`src/pkg/afe_irq_params.svh`:
```
// Purpose: Offsets, bit positions and reset values of the flag block
// Assumes: Included by bare name wherever the numbers are needed
// Notes:   Definitions only
`ifndef AFE_IRQ_PARAMS_SVH
`define AFE_IRQ_PARAMS_SVH

`define IRQF_ADDR_W        16
`define IRQF_DATA_W        32
`define IRQF_BANK0_OFS     16'h3010
`define IRQF_BANK1_OFS     16'h3014
`define IRQF_GEN_OFS       16'h209C
`define IRQF_GEN_RST       32'h0000_0010
`define IRQF_BANK_RST      13'h0000
`define IRQF_NUM_FLAGS     13
`define IRQF_NUM_CUSTOM    4
`define IRQF_BIT_ADC_RDY   0
`define IRQF_BIT_DFT       1
`define IRQF_BIT_SINC2     2
`define IRQF_BIT_TEMP      3
`define IRQF_BIT_MIN       4
`define IRQF_BIT_MAX       5
`define IRQF_BIT_DELTA     6
`define IRQF_BIT_MEAN      7
`define IRQF_BIT_VAR       8
`define IRQF_BIT_CUSTOM0   9
`define IRQF_BIT_CUSTOM3   12

`endif

```
`src/pkg/afe_irq_pkg.sv`:
```
// Purpose: Shared types of the interrupt flag block
// Assumes: Nothing is imported; users write afe_irq_pkg::name
// Notes:   Widths come from the params header
`include "afe_irq_params.svh"

package afe_irq_pkg;

	typedef logic [`IRQF_NUM_FLAGS-1:0] flag_vec_t;

	typedef struct packed {
		flag_vec_t flags;
	} bank_state_s;

endpackage

```
`src/pkg/flag_bank_if.sv`:
```
// Purpose: Carries set, clear and flag vectors to one flag bank
// Assumes: One clock shared by both ends
// Notes:   ctl side is the controller, bank side holds the flags
`timescale 1ns/10ps

interface flag_bank_if;
	afe_irq_pkg::flag_vec_t set;
	afe_irq_pkg::flag_vec_t clr;
	afe_irq_pkg::flag_vec_t flags;

	modport bank (input set, input clr, output flags);
	modport ctl  (output set, output clr, input flags);
endinterface

```
`src/design/afe_interrupt_flags_custom_gen.sv`:
```
// Purpose: Lower interrupt status flags and custom interrupt generator
// Assumes: All event, sequencer and host ports come from clk_i logic
// Notes:   Limit registers and clear logic sit outside this block
//
// How it works
// - Bits 9-12 show custom interrupts 0-3
// - Bits 0-3, 7, 8 flag result events
// - Bit 6 sticks on large step between results
// - Bit 5 sets on result above upper limit
// - Bit 4 sticks on result below lower limit
// - Host writes never change the generator register
// - Sequencer writing one triggers that custom interrupt
// - Generator resets 0x10, upper field read-only
// - Two flag banks, reset zero, host read-only
`timescale 1ns/10ps
`include "afe_irq_params.svh"

module afe_interrupt_flags_custom_gen #(
	parameter int ADC_W = 16
) (
	input  wire logic                       clk_i,
	input  wire logic                       rst_n_i,
	input  wire logic                       adc_result_ready_i,
	input  wire logic                       dft_result_i,
	input  wire logic                       sinc2_ready_i,
	input  wire logic                       temperature_result_i,
	input  wire logic                       mean_event_i,
	input  wire logic                       variance_event_i,
	input  wire logic                       adc_valid_i,
	input  wire logic [ADC_W-1:0]           adc_data_i,
	input  wire logic [ADC_W-1:0]           adc_lower_limit_i,
	input  wire logic [ADC_W-1:0]           adc_upper_limit_i,
	input  wire logic [ADC_W-1:0]           adc_step_limit_i,
	input  wire logic                       seq_wr_i,
	input  wire logic [`IRQF_ADDR_W-1:0]    seq_addr_i,
	input  wire logic [`IRQF_DATA_W-1:0]    seq_wdata_i,
	input  wire logic                       host_wr_i,
	input  wire logic                       host_rd_i,
	input  wire logic [`IRQF_ADDR_W-1:0]    host_addr_i,
	input  wire afe_irq_pkg::flag_vec_t     bank0_clear_i,
	input  wire afe_irq_pkg::flag_vec_t     bank1_clear_i,
	output wire afe_irq_pkg::flag_vec_t     irq_status_bank_0_o,
	output wire afe_irq_pkg::flag_vec_t     irq_status_bank_1_o,
	output wire logic [`IRQF_DATA_W-1:0]    host_rdata_o,
	output wire logic                       host_rvalid_o
);

	localparam int NUM_BANKS = 2;

	if (ADC_W < 2 || ADC_W > 31) begin : g_bad_width
		$error("ADC_W must lie between 2 and 31");
	end

	typedef struct packed {
		logic [`IRQF_NUM_CUSTOM-1:0] gen;
		logic [ADC_W-1:0]            prev;
		logic                        prev_ok;
		logic [`IRQF_DATA_W-1:0]     rdata;
		logic                        rvalid;
	} main_state_s;

	localparam main_state_s ST_RST = '{
		gen:     '0,
		prev:    '0,
		prev_ok: 1'b0,
		rdata:   '0,
		rvalid:  1'b0
	};

	main_state_s             st_r;
	main_state_s             st_nxt;
	afe_irq_pkg::flag_vec_t  ev;
	afe_irq_pkg::flag_vec_t  clr_arr   [NUM_BANKS];
	afe_irq_pkg::flag_vec_t  flags_arr [NUM_BANKS];
	logic                    gen_wr;
	logic [ADC_W-1:0]        step;

	// Host reads of the generator return the reset pattern plus live bits;
	// the host is not meant to trust them anyway
	function automatic logic [`IRQF_DATA_W-1:0] read_mux(
		input logic [`IRQF_ADDR_W-1:0]     addr,
		input afe_irq_pkg::flag_vec_t      f0,
		input afe_irq_pkg::flag_vec_t      f1,
		input logic [`IRQF_NUM_CUSTOM-1:0] gen
	);
		logic [`IRQF_DATA_W-1:0] res;
		res = '0;
		unique case (addr)
			`IRQF_BANK0_OFS: res = {19'h0, f0};
			`IRQF_BANK1_OFS: res = {19'h0, f1};
			`IRQF_GEN_OFS:   res = `IRQF_GEN_RST | {28'h0, gen};
			default:         res = '0;
		endcase
		return res;
	endfunction

	// Only the sequencer port can reach the generator
	assign gen_wr = seq_wr_i && (seq_addr_i == `IRQF_GEN_OFS);

	assign step = (adc_data_i >= st_r.prev) ? adc_data_i - st_r.prev
	                                        : st_r.prev - adc_data_i;

	always_comb begin
		ev = '0;
		ev[`IRQF_BIT_ADC_RDY] = adc_result_ready_i;
		ev[`IRQF_BIT_DFT]     = dft_result_i;
		ev[`IRQF_BIT_SINC2]   = sinc2_ready_i;
		ev[`IRQF_BIT_TEMP]    = temperature_result_i;
		ev[`IRQF_BIT_MEAN]    = mean_event_i;
		ev[`IRQF_BIT_VAR]     = variance_event_i;
		ev[`IRQF_BIT_MIN]     = adc_valid_i
		                        && (adc_data_i < adc_lower_limit_i);
		ev[`IRQF_BIT_MAX]     = adc_valid_i
		                        && (adc_data_i > adc_upper_limit_i);
		// The first result after reset has no neighbour to compare with
		ev[`IRQF_BIT_DELTA]   = adc_valid_i && st_r.prev_ok
		                        && (step > adc_step_limit_i);
		// Writing zero leaves a custom flag alone
		ev[`IRQF_BIT_CUSTOM3:`IRQF_BIT_CUSTOM0] =
			gen_wr ? seq_wdata_i[`IRQF_NUM_CUSTOM-1:0] : '0;
	end

	always_comb begin
		st_nxt = st_r;
		// Trigger bits live for one cycle; host writes are ignored
		st_nxt.gen = gen_wr ? seq_wdata_i[`IRQF_NUM_CUSTOM-1:0]
		                    : '0;
		if (adc_valid_i) begin
			st_nxt.prev    = adc_data_i;
			st_nxt.prev_ok = 1'b1;
		end
		st_nxt.rvalid = host_rd_i;
		if (host_rd_i) begin
			st_nxt.rdata = read_mux(host_addr_i, flags_arr[0],
			                        flags_arr[1], st_r.gen);
		end
	end

	always_ff @(posedge clk_i or negedge rst_n_i) begin
		if (!rst_n_i) begin
			st_r <= ST_RST;
		end else begin
			st_r <= st_nxt;
		end
	end

	assign clr_arr[0] = bank0_clear_i;
	assign clr_arr[1] = bank1_clear_i;

	for (genvar g = 0; g < NUM_BANKS; g++) begin : g_bank
		flag_bank_if fb ();
		assign fb.set       = ev;
		assign fb.clr       = clr_arr[g];
		assign flags_arr[g] = fb.flags;
		irq_flag_bank irq_flag_bank_inst (
			.clk_i   (clk_i),
			.rst_n_i (rst_n_i),
			.bus     (fb.bank)
		);
	end

	assign irq_status_bank_0_o = flags_arr[0];
	assign irq_status_bank_1_o = flags_arr[1];
	assign host_rdata_o        = st_r.rdata;
	assign host_rvalid_o       = st_r.rvalid;
endmodule

```
`src/design/irq_flag_bank.sv`:
```
// Purpose: One bank of sticky interrupt status flags
// Assumes: Set and clear pulses come from logic on clk_i
// Notes:   Set wins over a clear in the same cycle
`timescale 1ns/10ps
`include "afe_irq_params.svh"

module irq_flag_bank (
	input  wire logic  clk_i,
	input  wire logic  rst_n_i,
	flag_bank_if.bank  bus
);

	afe_irq_pkg::bank_state_s st_r;
	afe_irq_pkg::bank_state_s st_nxt;

	always_comb begin
		st_nxt = st_r;
		// Hold until cleared, and a late event is never lost
		st_nxt.flags = (st_r.flags & ~bus.clr) | bus.set;
	end

	always_ff @(posedge clk_i or negedge rst_n_i) begin
		if (!rst_n_i) begin
			st_r.flags <= `IRQF_BANK_RST;
		end else begin
			st_r <= st_nxt;
		end
	end

	assign bus.flags = st_r.flags;
endmodule

```
`config.mk`:
```
export PLATFORM = sky130hd
export DESIGN_NAME = afe_interrupt_flags_custom_gen
export DESIGN_NICKNAME = d
export VERILOG_FILES = /design/src/pkg/afe_irq_pkg.sv /design/src/pkg/flag_bank_if.sv /design/src/design/afe_interrupt_flags_custom_gen.sv /design/src/design/irq_flag_bank.sv
export VERILOG_INCLUDE_DIRS = /design/src /design/src/pkg
export SDC_FILE = /design/constraint.sdc
export NUM_CORES = 1
export LEC_CHECK = 0
export BUFFER_PORTS_ARGS = -buffer_cell sky130_fd_sc_hd__buf_2
export CAP_MARGIN = 25
export CORE_MARGIN = 1
export CORE_UTILIZATION = 45
export CTS_BUF_LIST = sky130_fd_sc_hd__clkbuf_4 sky130_fd_sc_hd__clkbuf_8
export DETAILED_ROUTE_END_ITERATION = 7
export GPL_TIMING_DRIVEN = 0
export HOLD_SLACK_MARGIN = 0.05
export PLACE_DENSITY = 0.73
export SLEW_MARGIN = 0
export SYNTH_ARGS = -nofsm -noshare
export SYNTH_HDL_FRONTEND = slang
export SYNTH_SLANG_ARGS = --single-unit
export TNS_END_PERCENT = 5
```
`constraint.sdc`:
```
create_clock -name clk_i -period 8.2 [get_ports clk_i]
set_input_delay 0.41 -clock clk_i [delete_from_list [all_inputs] [get_ports clk_i]]
set_output_delay 0.41 -clock clk_i [all_outputs]
set_load 0.005 [all_outputs]
```
==> results of run 1 <==
==> power by group through the flow <==
stage                     Combinational (mW)  Sequential (mW)  Clock (mW)
final                                  0.362            0.336       0.328
after global routing                   0.412            0.340       0.347
after CTS                              0.363            0.337       0.336
after detailed placement               0.361            0.342           0
after global placement                 0.352            0.342           0
after floorplan                        0.248            0.340           0
==> per-layer routing <==
| layer | GRT usage | part of all wire | up-vias | wire, µm |
|---|---|---|---|---|
| met2 | 0.349 | 0.47 | 133 | 6010 |
| met1 | 0.289 | 0.47 | 2163 | 5950 |
| met3 | 0.0406 | 0.048 | 10 | 607 |
| met4 | 0.0542 | 0.0099 | 0 | 125 |
| li1 | - | - | 2479 | - |
| met5 | 0 | 0 | - | 0 |
==> worst reg2reg max path, cell delays in order, from the launching register on <==
cell and delay (ps):
dfrtp_1 350, ha_1 170, inv_1 60, fa_1 400, a31oi_2 210, o21a_2 180, a31oi_1 80, or3_1 360
buf_6 150, buf_12 150, mux2_1 330, ha_1 280, nor2b_1 130, o21a_1 160, o21a_1 150, o21ai_0 170
a221o_1 210, a31oi_1 90
==> final timing paths <==
kind,startpoint,end,slack (ps),depth (start not counted)
worst max register to register,st_r[34]$_DFFE_PN0P_,g_bank[1].irq_flag_bank_inst.bus.flags[6]$_DFF_PN0_,4440,17
max in group asynchronous,rst_n_i,host_rdata_o[9]$_DFFE_PN0P_,7540,2
worst min-delay path,rst_n_i,st_r[35]$_DFFE_PN0P_,40,1
worst max-delay path,st_r[34]$_DFFE_PN0P_,g_bank[1].irq_flag_bank_inst.bus.flags[6]$_DFF_PN0_,4440,17
worst min register to register,st_r[33]$_DFFE_PN0P_,st_r[33]$_DFFE_PN0P_,470,1
min in group clk_i,bank0_clear_i[12],g_bank[0].irq_flag_bank_inst.bus.flags[12]$_DFF_PN0_,230,2
==> cell type report <==
type,instances,area (µm²)
fill,1093,4740
multi-input combinational,418,3090
sequential,61,1530
timing repair buffer,176,896
inverter,111,417
buffer,49,330
tap,143,179
clock buffer,10,131
clock inverter,6,111
==> Yosys cell counts, types with 2 or more instances <==
master	number
inv_1	111
ha_1	78
dfrtp_1	61
o21ai_0	42
nand2_1	35
a21o_1	33
a21oi_1	33
buf_4	32
nor2_1	23
nor2b_1	15
mux2i_1	14
clkbuf_1	11
nand3_1	11
a31oi_1	9
and3_1	9
a22oi_1	8
nor3_1	7
xnor2_1	7
xor2_1	7
nand4_1	6
o21a_1	5
o22ai_1	5
a221o_1	4
a222oi_1	4
nand2b_1	4
a211oi_1	3
a21boi_0	3
nor4_1	3
nor4b_1	3
a221oi_1	2
a31o_2	2
buf_1	2
buf_2	2
fa_1	2
nand3b_1	2
o31ai_1	2
or2_2	2
==> registers in the layout, indices dropped and copies added, names as in the netlist <==
signal                               count
host_rdata_o                            13
g_bank.irq_flag_bank_inst.bus.flags     26
host_rvalid_o                            1
st_r                                    21
==> logic make-up (layout without fill, tap and decap cells) <==
logic type	Yosys count	count (layout)	synth area share
xor+xnor	14	14	0.0232
other cells	1	19	0.000709
fa+ha+maj	80	80	0.192
compound gates	166	166	0.208
simple gates	124	124	0.118
flops	61	61	0.288
mux	15	15	0.0286
buf+inv	160	352	0.141
==> per-stage QoR <==
step | std cells | utilization | hold slack (ps)
final | 974 | 0.585 | 41.3
after global routing | 974 | 0.585 | 72.7
after CTS | 974 | 0.585 | 51.2
after detailed placement | 958 | 0.563 | 439
after global placement | 957 | 0.562 | 455
after floorplan | 639 | - | 114
==> flow_summary.toml, run 1 <==
[power]
comb_power_share = 0.353
p_int_mw = 0.702
p_per_area_nw_per_um2 = 154
p_sw_mw = 0.324
pwr-share-seq = 0.328
ir_drop_mv = 0.0809
power_leakage_nw = 3.82
power_frac_clock = 0.319
power.total_mw = 1.03
switching_share = 0.316

[drt]
vias_per_cell = 4.91
initialDrtViolationCount = 253
antenna_left = 0
firstDrtPassIters = 4
wire_per_inst_um = 13.0
routed_wl_mm = 12.7
via_count = 4785
drcViolationCount = 0

[finish]
layout_common_cells = "177 x buf_2, 111 x inv_1, 78 x ha_1, 61 x dfrtp_1, 42 x o21ai_0"
syn_to_final_growth_pct = 26.2
nets = 1072
final_common_cell = "buf_2"
antenna_cells = 0
final_area_um2 = 6680
final_layout_size_suffix_gt1_frac = 0.285

[cts]
h-tree-depth = 3
ctsRootBufferMaster = "clkbuf_8"
clk_path_buf_depth = 2
cts_tree = "built"
cts.sinks = 61
numCtsBuffers = 9
cts.reportedPaths.clkPinSlew_ps = 80
cts_resized = 0
cts_setup_buffers = 0
holdBufCountCts = 0
clk_latency_ps = 350

[setup_path]
path_class = "flip-flop to flip-flop"
crit_arrival_ps = 3970
crit_chain = "ha_1 -> inv_1 -> fa_1 -> a31oi_2 -> o21a_2 -> a31oi_1 -> or3_1 -> buf_6 -> buf_12 -> mux2_1 -> ha_1 -> nor2b_1 -> o21a_1 -> o21a_1 -> o21ai_0 -> a221o_1 -> a31oi_1"
slowest_delay_ps = 400
path_max_fanout = 10
cp_slowest_cell = "fa_1"
start_kind = "flip-flop"
critPathTopFamily = "compound AO/OA/AOI/OAI gates"
crit_path_end_kind = "flip-flop"
cp.required_ps = 8410
critPathBufInv = 3

[synth]
syn_area_um2 = 5290
netlist.area_leader.share = 0.288
synth_area_leaders = "dfrtp_1 29%, ha_1 18%, inv_1 7.9%"
synthFlopType = "dfrtp_1"
synth_seq_cells = 61
synth-edff-count = 0
synth_async_sr_flop_share = 1.00
synth_warnings = 0
synthCells = 621
avgSynthCellArea_um2 = 8.52
seq_area_frac_synth = 0.288
ys_types = 56
synth_top_cell_by_area = "dfrtp_1"

[global_route]
grt_overflow_total = 0
grt_pass1_vias = 4543
grt.total_usage = 0.213
antenna_found_initial = 0
grt_pass1_wl_mm = 21.3
grt_start_max_net_pins = 40

[floorplan]
rows = 39
die_w_um = 110
core_area_um2 = 11400
initial_core_util = 0.463
io_pins = 225
chipHeight_um = 110
dieArea_um2 = 12200

[timing]
setup_viol = 0
finClkSkew_ps = 10.4
rsz0062_at_grt = "no"
worst_slew_pin_slew_ps = 955
slew_headroom = 0.358
period_needed_ps = 3760
max_freq_ghz = 0.266
min_period_over_period = 0.458
hold_viol_final = 0
tns_ps = 0
drv_slew = 0
layout_setup_ws_ps = 4440

[place]
place.gp.congestion = 0.828
pre_cts_ws_ps = 4150
place_hpwl_mm = 10.5
port-buffer-count = 175
post_dp_cell_area_um2 = 6430

[status]
status = "completed"

[job]
cap_violations = 0

[hold_path]
hp-class = "primary input to async pin"
Power figures use the tool's default switching activity.
==> run 2, diff against run 1 <==
Settings changed: ABC_AREA set to 1, PLACE_DENSITY 0.73 to 0.71.
Clock period 8.2 ns to 3.8 ns, I/O delays scaled along.
==> run 2 against run 1 <==
Worst setup slack got worse by 3900 ps. Clock power increased by 72%. Combinational power grew to 2.6 times the previous value.
==> flow_summary.toml, run 2 <==
[status]
status = "completed"

[setup_path]
crit_arrival_ps = 3520
path_class = "flip-flop to flip-flop"
r2r_setup_slack_ps = 530
rr_startpoint = "st_r[34]$_DFFE_PN0P_"
cp_common_cell = "nand2_1"
crit_start = "st_r[34]$_DFFE_PN0P_"
cp_slowest_cell = "fa_1"
slowest_delay_ps = 480
path_max_fanout = 10
cp.required_ps = 4050
start_kind = "flip-flop"
r2r_cells = 18
crit_chain = "ha_1 -> inv_1 -> fa_1 -> nand3_1 -> nand3_1 -> nand2_2 -> nand3_2 -> a21oi_2 -> buf_6 -> nand2_1 -> nand2_1 -> ha_1 -> a21oi_1 -> o21ai_0 -> a21oi_1 -> nand2_1 -> nand2_1 -> nand2_1"
crit_path_end_kind = "flip-flop"

[cts]
cts.reportedPaths.clkPinSlew_ps = 70
h-tree-depth = 3
cts_tree = "built"
clk_latency_ps = 350
cts.sinks = 61
clk_path_buf_depth = 2
ctsRootBufferMaster = "clkbuf_8"
cts_setup_buffers = 0
numCtsBuffers = 9

[finish]
fin_util = 0.596
nets = 1435
final_area_um2 = 7980
largest_register = "g_bank.irq_flag_bank_inst.bus.flags"
seq_area_um2 = 1530
layout_common_cells = "291 x nand2_1, 194 x inv_1, 177 x buf_2, 78 x ha_1, 63 x nand3_1"
largest_reg_flops = 26
fill_cells = 1316
final_cells = 1369
multiInputGateArea_um2 = 3670
syn_to_final_growth_pct = 28.0
antenna_cells = 0
final_layout_size_suffix_gt1_frac = 0.223
final_common_cell = "nand2_1"

[drt]
met3_length_um = 880
wire_per_inst_um = 11.9
routed_wl_mm = 16.3
initialDrtViolationCount = 319
drcViolationCount = 0
firstDrtPassIters = 5
wl_met2_mm = 7.51
top_layer = "met4"
antenna_left = 0
wl_met1_mm = 7.58
via_count = 6387
vias_per_cell = 4.67

[floorplan]
dieArea_um2 = 14300
initial_core_util = 0.465
io_pins = 225
die_w_um = 120
core_area_um2 = 13400
rows = 42
chipHeight_um = 120

[synth]
synth_common_cells = "291 x nand2_1, 194 x inv_1, 78 x ha_1"
avgSynthCellArea_um2 = 6.59
synth_top_cell_by_area = "dfrtp_1"
synthCells = 946
synth_seq_cells = 61
synth-edff-count = 0
seq_area_frac_synth = 0.245
ys_types = 41
netlist.area_leader.share = 0.245
synth_warnings = 0
syn_area_um2 = 6230
synth_async_sr_flop_share = 1.00
synth.most_common_cell = "nand2_1"
synthFlopType = "dfrtp_1"
synth_area_leaders = "dfrtp_1 24%, nand2_1 18%, ha_1 16%"

[global_route]
grt_overflow_total = 0
antenna_found_initial = 0
grt.total_usage = 0.240
grt_pass1_vias = 6012
grt_start_max_net_pins = 34
grt_pass1_wl_mm = 27.4

[place]
post_dp_cell_area_um2 = 7420
pre_cts_ws_ps = 428
dp.cells = 1316
port-buffer-count = 175
place_hpwl_mm = 13.3
place.gp.congestion = 0.929

[timing]
max_freq_ghz = 0.306
hold_viol_final = 0
worst_slew_pin_slew_ps = 683
tns_ps = 0
period_needed_ps = 3270
drv_slew = 0
min_period_over_period = 0.861
slew_headroom = 0.544
setup_viol = 0
layout_setup_ws_ps = 529
finClkSkew_ps = 10.4
whs_ps = 62.4
rsz0062_at_grt = "no"

[power]
comb_power_share = 0.427
power.total_mw = 2.23
pwr-share-seq = 0.320
switching_share = 0.378
ir_drop_mv = 0.149
p_sw_mw = 0.842
p_per_area_nw_per_um2 = 279
p_int_mw = 1.39
power_frac_clock = 0.253
power_leakage_nw = 4.83

[hold_path]
hp-class = "primary input to flip-flop"
holdPathStages = 3
worstHoldStart = "seq_wdata_i[2]"

[job]
cap_violations = 0
run 2: path summary, 6_finish.rpt:
check | to
setup / recovery | g_bank[1].irq_flag_bank_inst.bus.flags[6]$_DFF_PN0_
hold / removal | st_r[52]$_DFF_PN0_
setup reg to reg | g_bank[1].irq_flag_bank_inst.bus.flags[6]$_DFF_PN0_
hold reg to reg | st_r[33]$_DFFE_PN0P_
max in group asynchronous | host_rdata_o[8]$_DFFE_PN0P_
min in group asynchronous | st_r[39]$_DFFE_PN0P_
run 2: cells by family (layout without fill, tap and decap cells):
group / after synthesis / in the layout / synth area share
AOI/OAI and AO/OA: 102 / 102 / 0.0875
xor gates and xnor gates: 12 / 12 / 0.0169
adders and majority gates: 80 / 80 / 0.163
buffers and inverters: 246 / 475 / 0.177
DFF: 61 / 61 / 0.245
other: 1 / 19 / 0.000601
and+or+nand+nor: 444 / 444 / 0.311
run 2: timing repair:
| item | 4_1_cts | 5_1_grt |
|---|---|---|
| hold buffers | 38 | 0 |
| gates resized for setup | 0 | 0 |
| hold endpoints to repair | 53 | 0 |
run 2: area by class of cell:
cell class              instances  share of cell area
multi-input cells             657               0.460
flip-flops and latches         61               0.191
repair buffers                214               0.160
inverters                     198              0.0934
plain buffers                  48              0.0445
well taps                     176              0.0276
clock buffers                  10              0.0165
clock inverters                 5             0.00658
run 2: power groups by stage:
| stage | combinational (mW) | clock [mW] | sequential (mW) |
|---|---|---|---|
| final | 0.953 | 0.565 | 0.713 |
| after global routing | 1.10 | 0.599 | 0.719 |
| after CTS | 0.948 | 0.572 | 0.713 |
| after detailed placement | 0.912 | 0 | 0.725 |
| after global placement | 0.893 | 0 | 0.724 |
| after floorplan | 0.629 | 0 | 0.723 |
run 2: worst max-delay path: cells and delay by family, from the launching register on:
kind	cells	cell delay (ps)
AO/OA/AOI/OAI	4	660
AND/OR/NAND/NOR	9	920
flip-flops	1	350
buffers and inverters	2	320
adder cells (fa/ha/maj)	3	900
run 2: layer usage:
layer / up-vias / track usage
met4: 0 / 0.0820
met5: - / 0
met2: 191 / 0.401
met3: 25 / 0.0257
met1: 2817 / 0.321
li1: 3354 / -
==> run 3, diff against run 2 <==
Settings changed: CORE_ASPECT_RATIO set to 1.75.
==> run 3 against run 2 <==
Sequential power hardly changed. Maximum frequency fell by 5.9%. Die area grew 0.13%. Combinational power about the same. Sequential share of layout area grew 0.20 points. Global-route usage up 0.99 points. Clock power shrank 9.4%. Clock skew shrank 1.6 ps. Critical path depth unchanged. Register-to-register slack got worse by 210 ps.
==> flow_summary.toml, run 3 (synthesized netlist as in run 2, its figures left out) <==
[cts]
cts.sinks = 61
clk_latency_ps = 340
ctsRootBufferMaster = "clkbuf_8"
h-tree-depth = 3
holdBufCountCts = 33
cts_setup_buffers = 0
numCtsBuffers = 9
clk_path_buf_depth = 2
cts.reportedPaths.clkPinSlew_ps = 70
cts_tree = "built"
cts_resized = 0

[setup_path]
path_max_fanout = 10
cp_common_cell = "nand2_1"
path_class = "flip-flop to flip-flop"
crit_chain = "ha_1 -> inv_1 -> fa_1 -> nand3_1 -> nand3_1 -> nand2_2 -> nand3_2 -> a21oi_2 -> buf_6 -> nand3_2 -> nand2_1 -> ha_1 -> a21oi_1 -> o21ai_0 -> a21oi_1 -> nand2_1 -> nand2_1 -> nand2_1"
critPathBufInv = 2
cp.required_ps = 4030
start_kind = "flip-flop"
slowest_delay_ps = 490
crit_arrival_ps = 3710
crit_path_end_kind = "flip-flop"
cp_slowest_cell = "fa_1"
critPathTopFamily = "simple AND/OR/NAND/NOR gates"

[floorplan]
die_w_um = 91.0
chipHeight_um = 158
initial_core_util = 0.463
dieArea_um2 = 14300
rows = 56
core_area_um2 = 13500
io_pins = 225

[drt]
wire_per_inst_um = 13.0
routed_wl_mm = 17.6
firstDrtPassIters = 4
drcViolationCount = 0
initialDrtViolationCount = 171
antenna_left = 0
vias_per_cell = 4.74
via_count = 6462

[finish]
syn_to_final_growth_pct = 26.7
largest_reg_flops = 26
fill_cells = 1377
antenna_cells = 0
nets = 1429
final_common_cell = "nand2_1"
largest_register = "g_bank.irq_flag_bank_inst.bus.flags"
final_layout_size_suffix_gt1_frac = 0.224
layout_common_cells = "291 x nand2_1, 194 x inv_1, 176 x buf_2, 78 x ha_1, 63 x nand3_1"

[timing]
min_period_over_period = 0.915
hold_viol_final = 0
whs_ps = 66.0
slew_headroom = 0.469
max_freq_ghz = 0.288
tns_ps = 0
rsz0062_at_grt = "no"
finClkSkew_ps = 8.75
period_needed_ps = 3480
setup_viol = 0
drv_slew = 0
worst_slew_pin_slew_ps = 796

[global_route]
grt_overflow_total = 0
grt_pass1_wl_mm = 27.8
grt_start_max_net_pins = 62
grt.total_usage = 0.249
grt_pass1_vias = 6255
antenna_found_initial = 0

[place]
port-buffer-count = 175
place_hpwl_mm = 14.6
place.gp.congestion = 0.914

[status]
status = "completed"

[power]
ir_drop_mv = 0.228
p_per_area_nw_per_um2 = 276
power_leakage_nw = 4.79

[job]
cap_violations = 0

[hold_path]
hp-class = "primary input to flip-flop"
## run 3: cell types whose count changed in the layout (fill, tap and decap cells not counted)
cell | before | now
bufinv_16 | 1 | 0
clkinv_2 | 3 | 2
buf_2 | 177 | 176
clkinvlp_4 | 1 | 4
buf_4 | 34 | 35
dlygate4sd3_1 | 38 | 33
buf_12 | 1 | 0
## run 3: metrics by stage
step | std cells | util | instance area (µm²) | power, mW | setup slack (ps)
floorplan | 964 | - | 6300 | 1.35 | 1170
global placement | 1313 | 0.550 | 7400 | 1.63 | 275
detailed placement | 1313 | 0.550 | 7400 | 1.65 | 247
CTS | 1362 | 0.587 | 7900 | 2.20 | 329
global route | 1362 | 0.587 | 7900 | 2.36 | 87.6
finish | 1362 | 0.587 | 7900 | 2.18 | 323
## run 3: area by class of cell
type | instances | area, µm² | area share
tap | 174 | 218 | 0.0276
clock buffer | 10 | 131 | 0.0166
buffer | 48 | 355 | 0.0450
timing repair buffer | 208 | 1210 | 0.153
multi-input combinational | 657 | 3670 | 0.465
clock inverter | 6 | 40.0 | 0.00507
inverter | 198 | 746 | 0.0944
sequential | 61 | 1530 | 0.193
## run 3: worst register-to-register path: cells and delay by family, from the launching register on
| kind | cells | cell delay (ps) |
|---|---|---|
| compound gates | 4 | 780 |
| buf+inv | 2 | 310 |
| fa+ha+maj | 3 | 870 |
| simple gates | 9 | 1050 |
| flops | 1 | 350 |
## run 3: final timing paths
kind / end / start / cells past startpoint / slack [ps]
setup / recovery: g_bank[1].irq_flag_bank_inst.bus.flags[6]$_DFF_PN0_ / st_r[34]$_DFFE_PN0P_ / 18 / 320
hold / removal: g_bank[0].irq_flag_bank_inst.bus.flags[6]$_DFF_PN0_ / bank0_clear_i[6] / 4 / 70
setup reg to reg: g_bank[1].irq_flag_bank_inst.bus.flags[6]$_DFF_PN0_ / st_r[34]$_DFFE_PN0P_ / 18 / 320
hold reg to reg: st_r[33]$_DFFE_PN0P_ / st_r[33]$_DFFE_PN0P_ / 1 / 480
max in group asynchronous: g_bank[1].irq_flag_bank_inst.bus.flags[12]$_DFF_PN0_ / rst_n_i / 2 / 2790
min in group asynchronous: st_r[48]$_DFFE_PN0P_ / rst_n_i / 2 / 450
## run 3: power by group
part / internal (mW) / switching (mW) / leakage, nW / total [mW]
logic: 0.392 / 0.559 / 3.94 / 0.951
clock network: 0.241 / 0.271 / 0.0777 / 0.512
registers: 0.687 / 0.0269 / 0.767 / 0.714
## run 3: metal layers
layer / wire, µm / up-vias / global-route usage
li1: - / 3345 / -
met1: 6040 / 2876 / 0.225
met2: 10100 / 190 / 0.518
met3: 669 / 51 / 0.0298
met4: 813 / 0 / 0.147
met5: 0 / - / 0
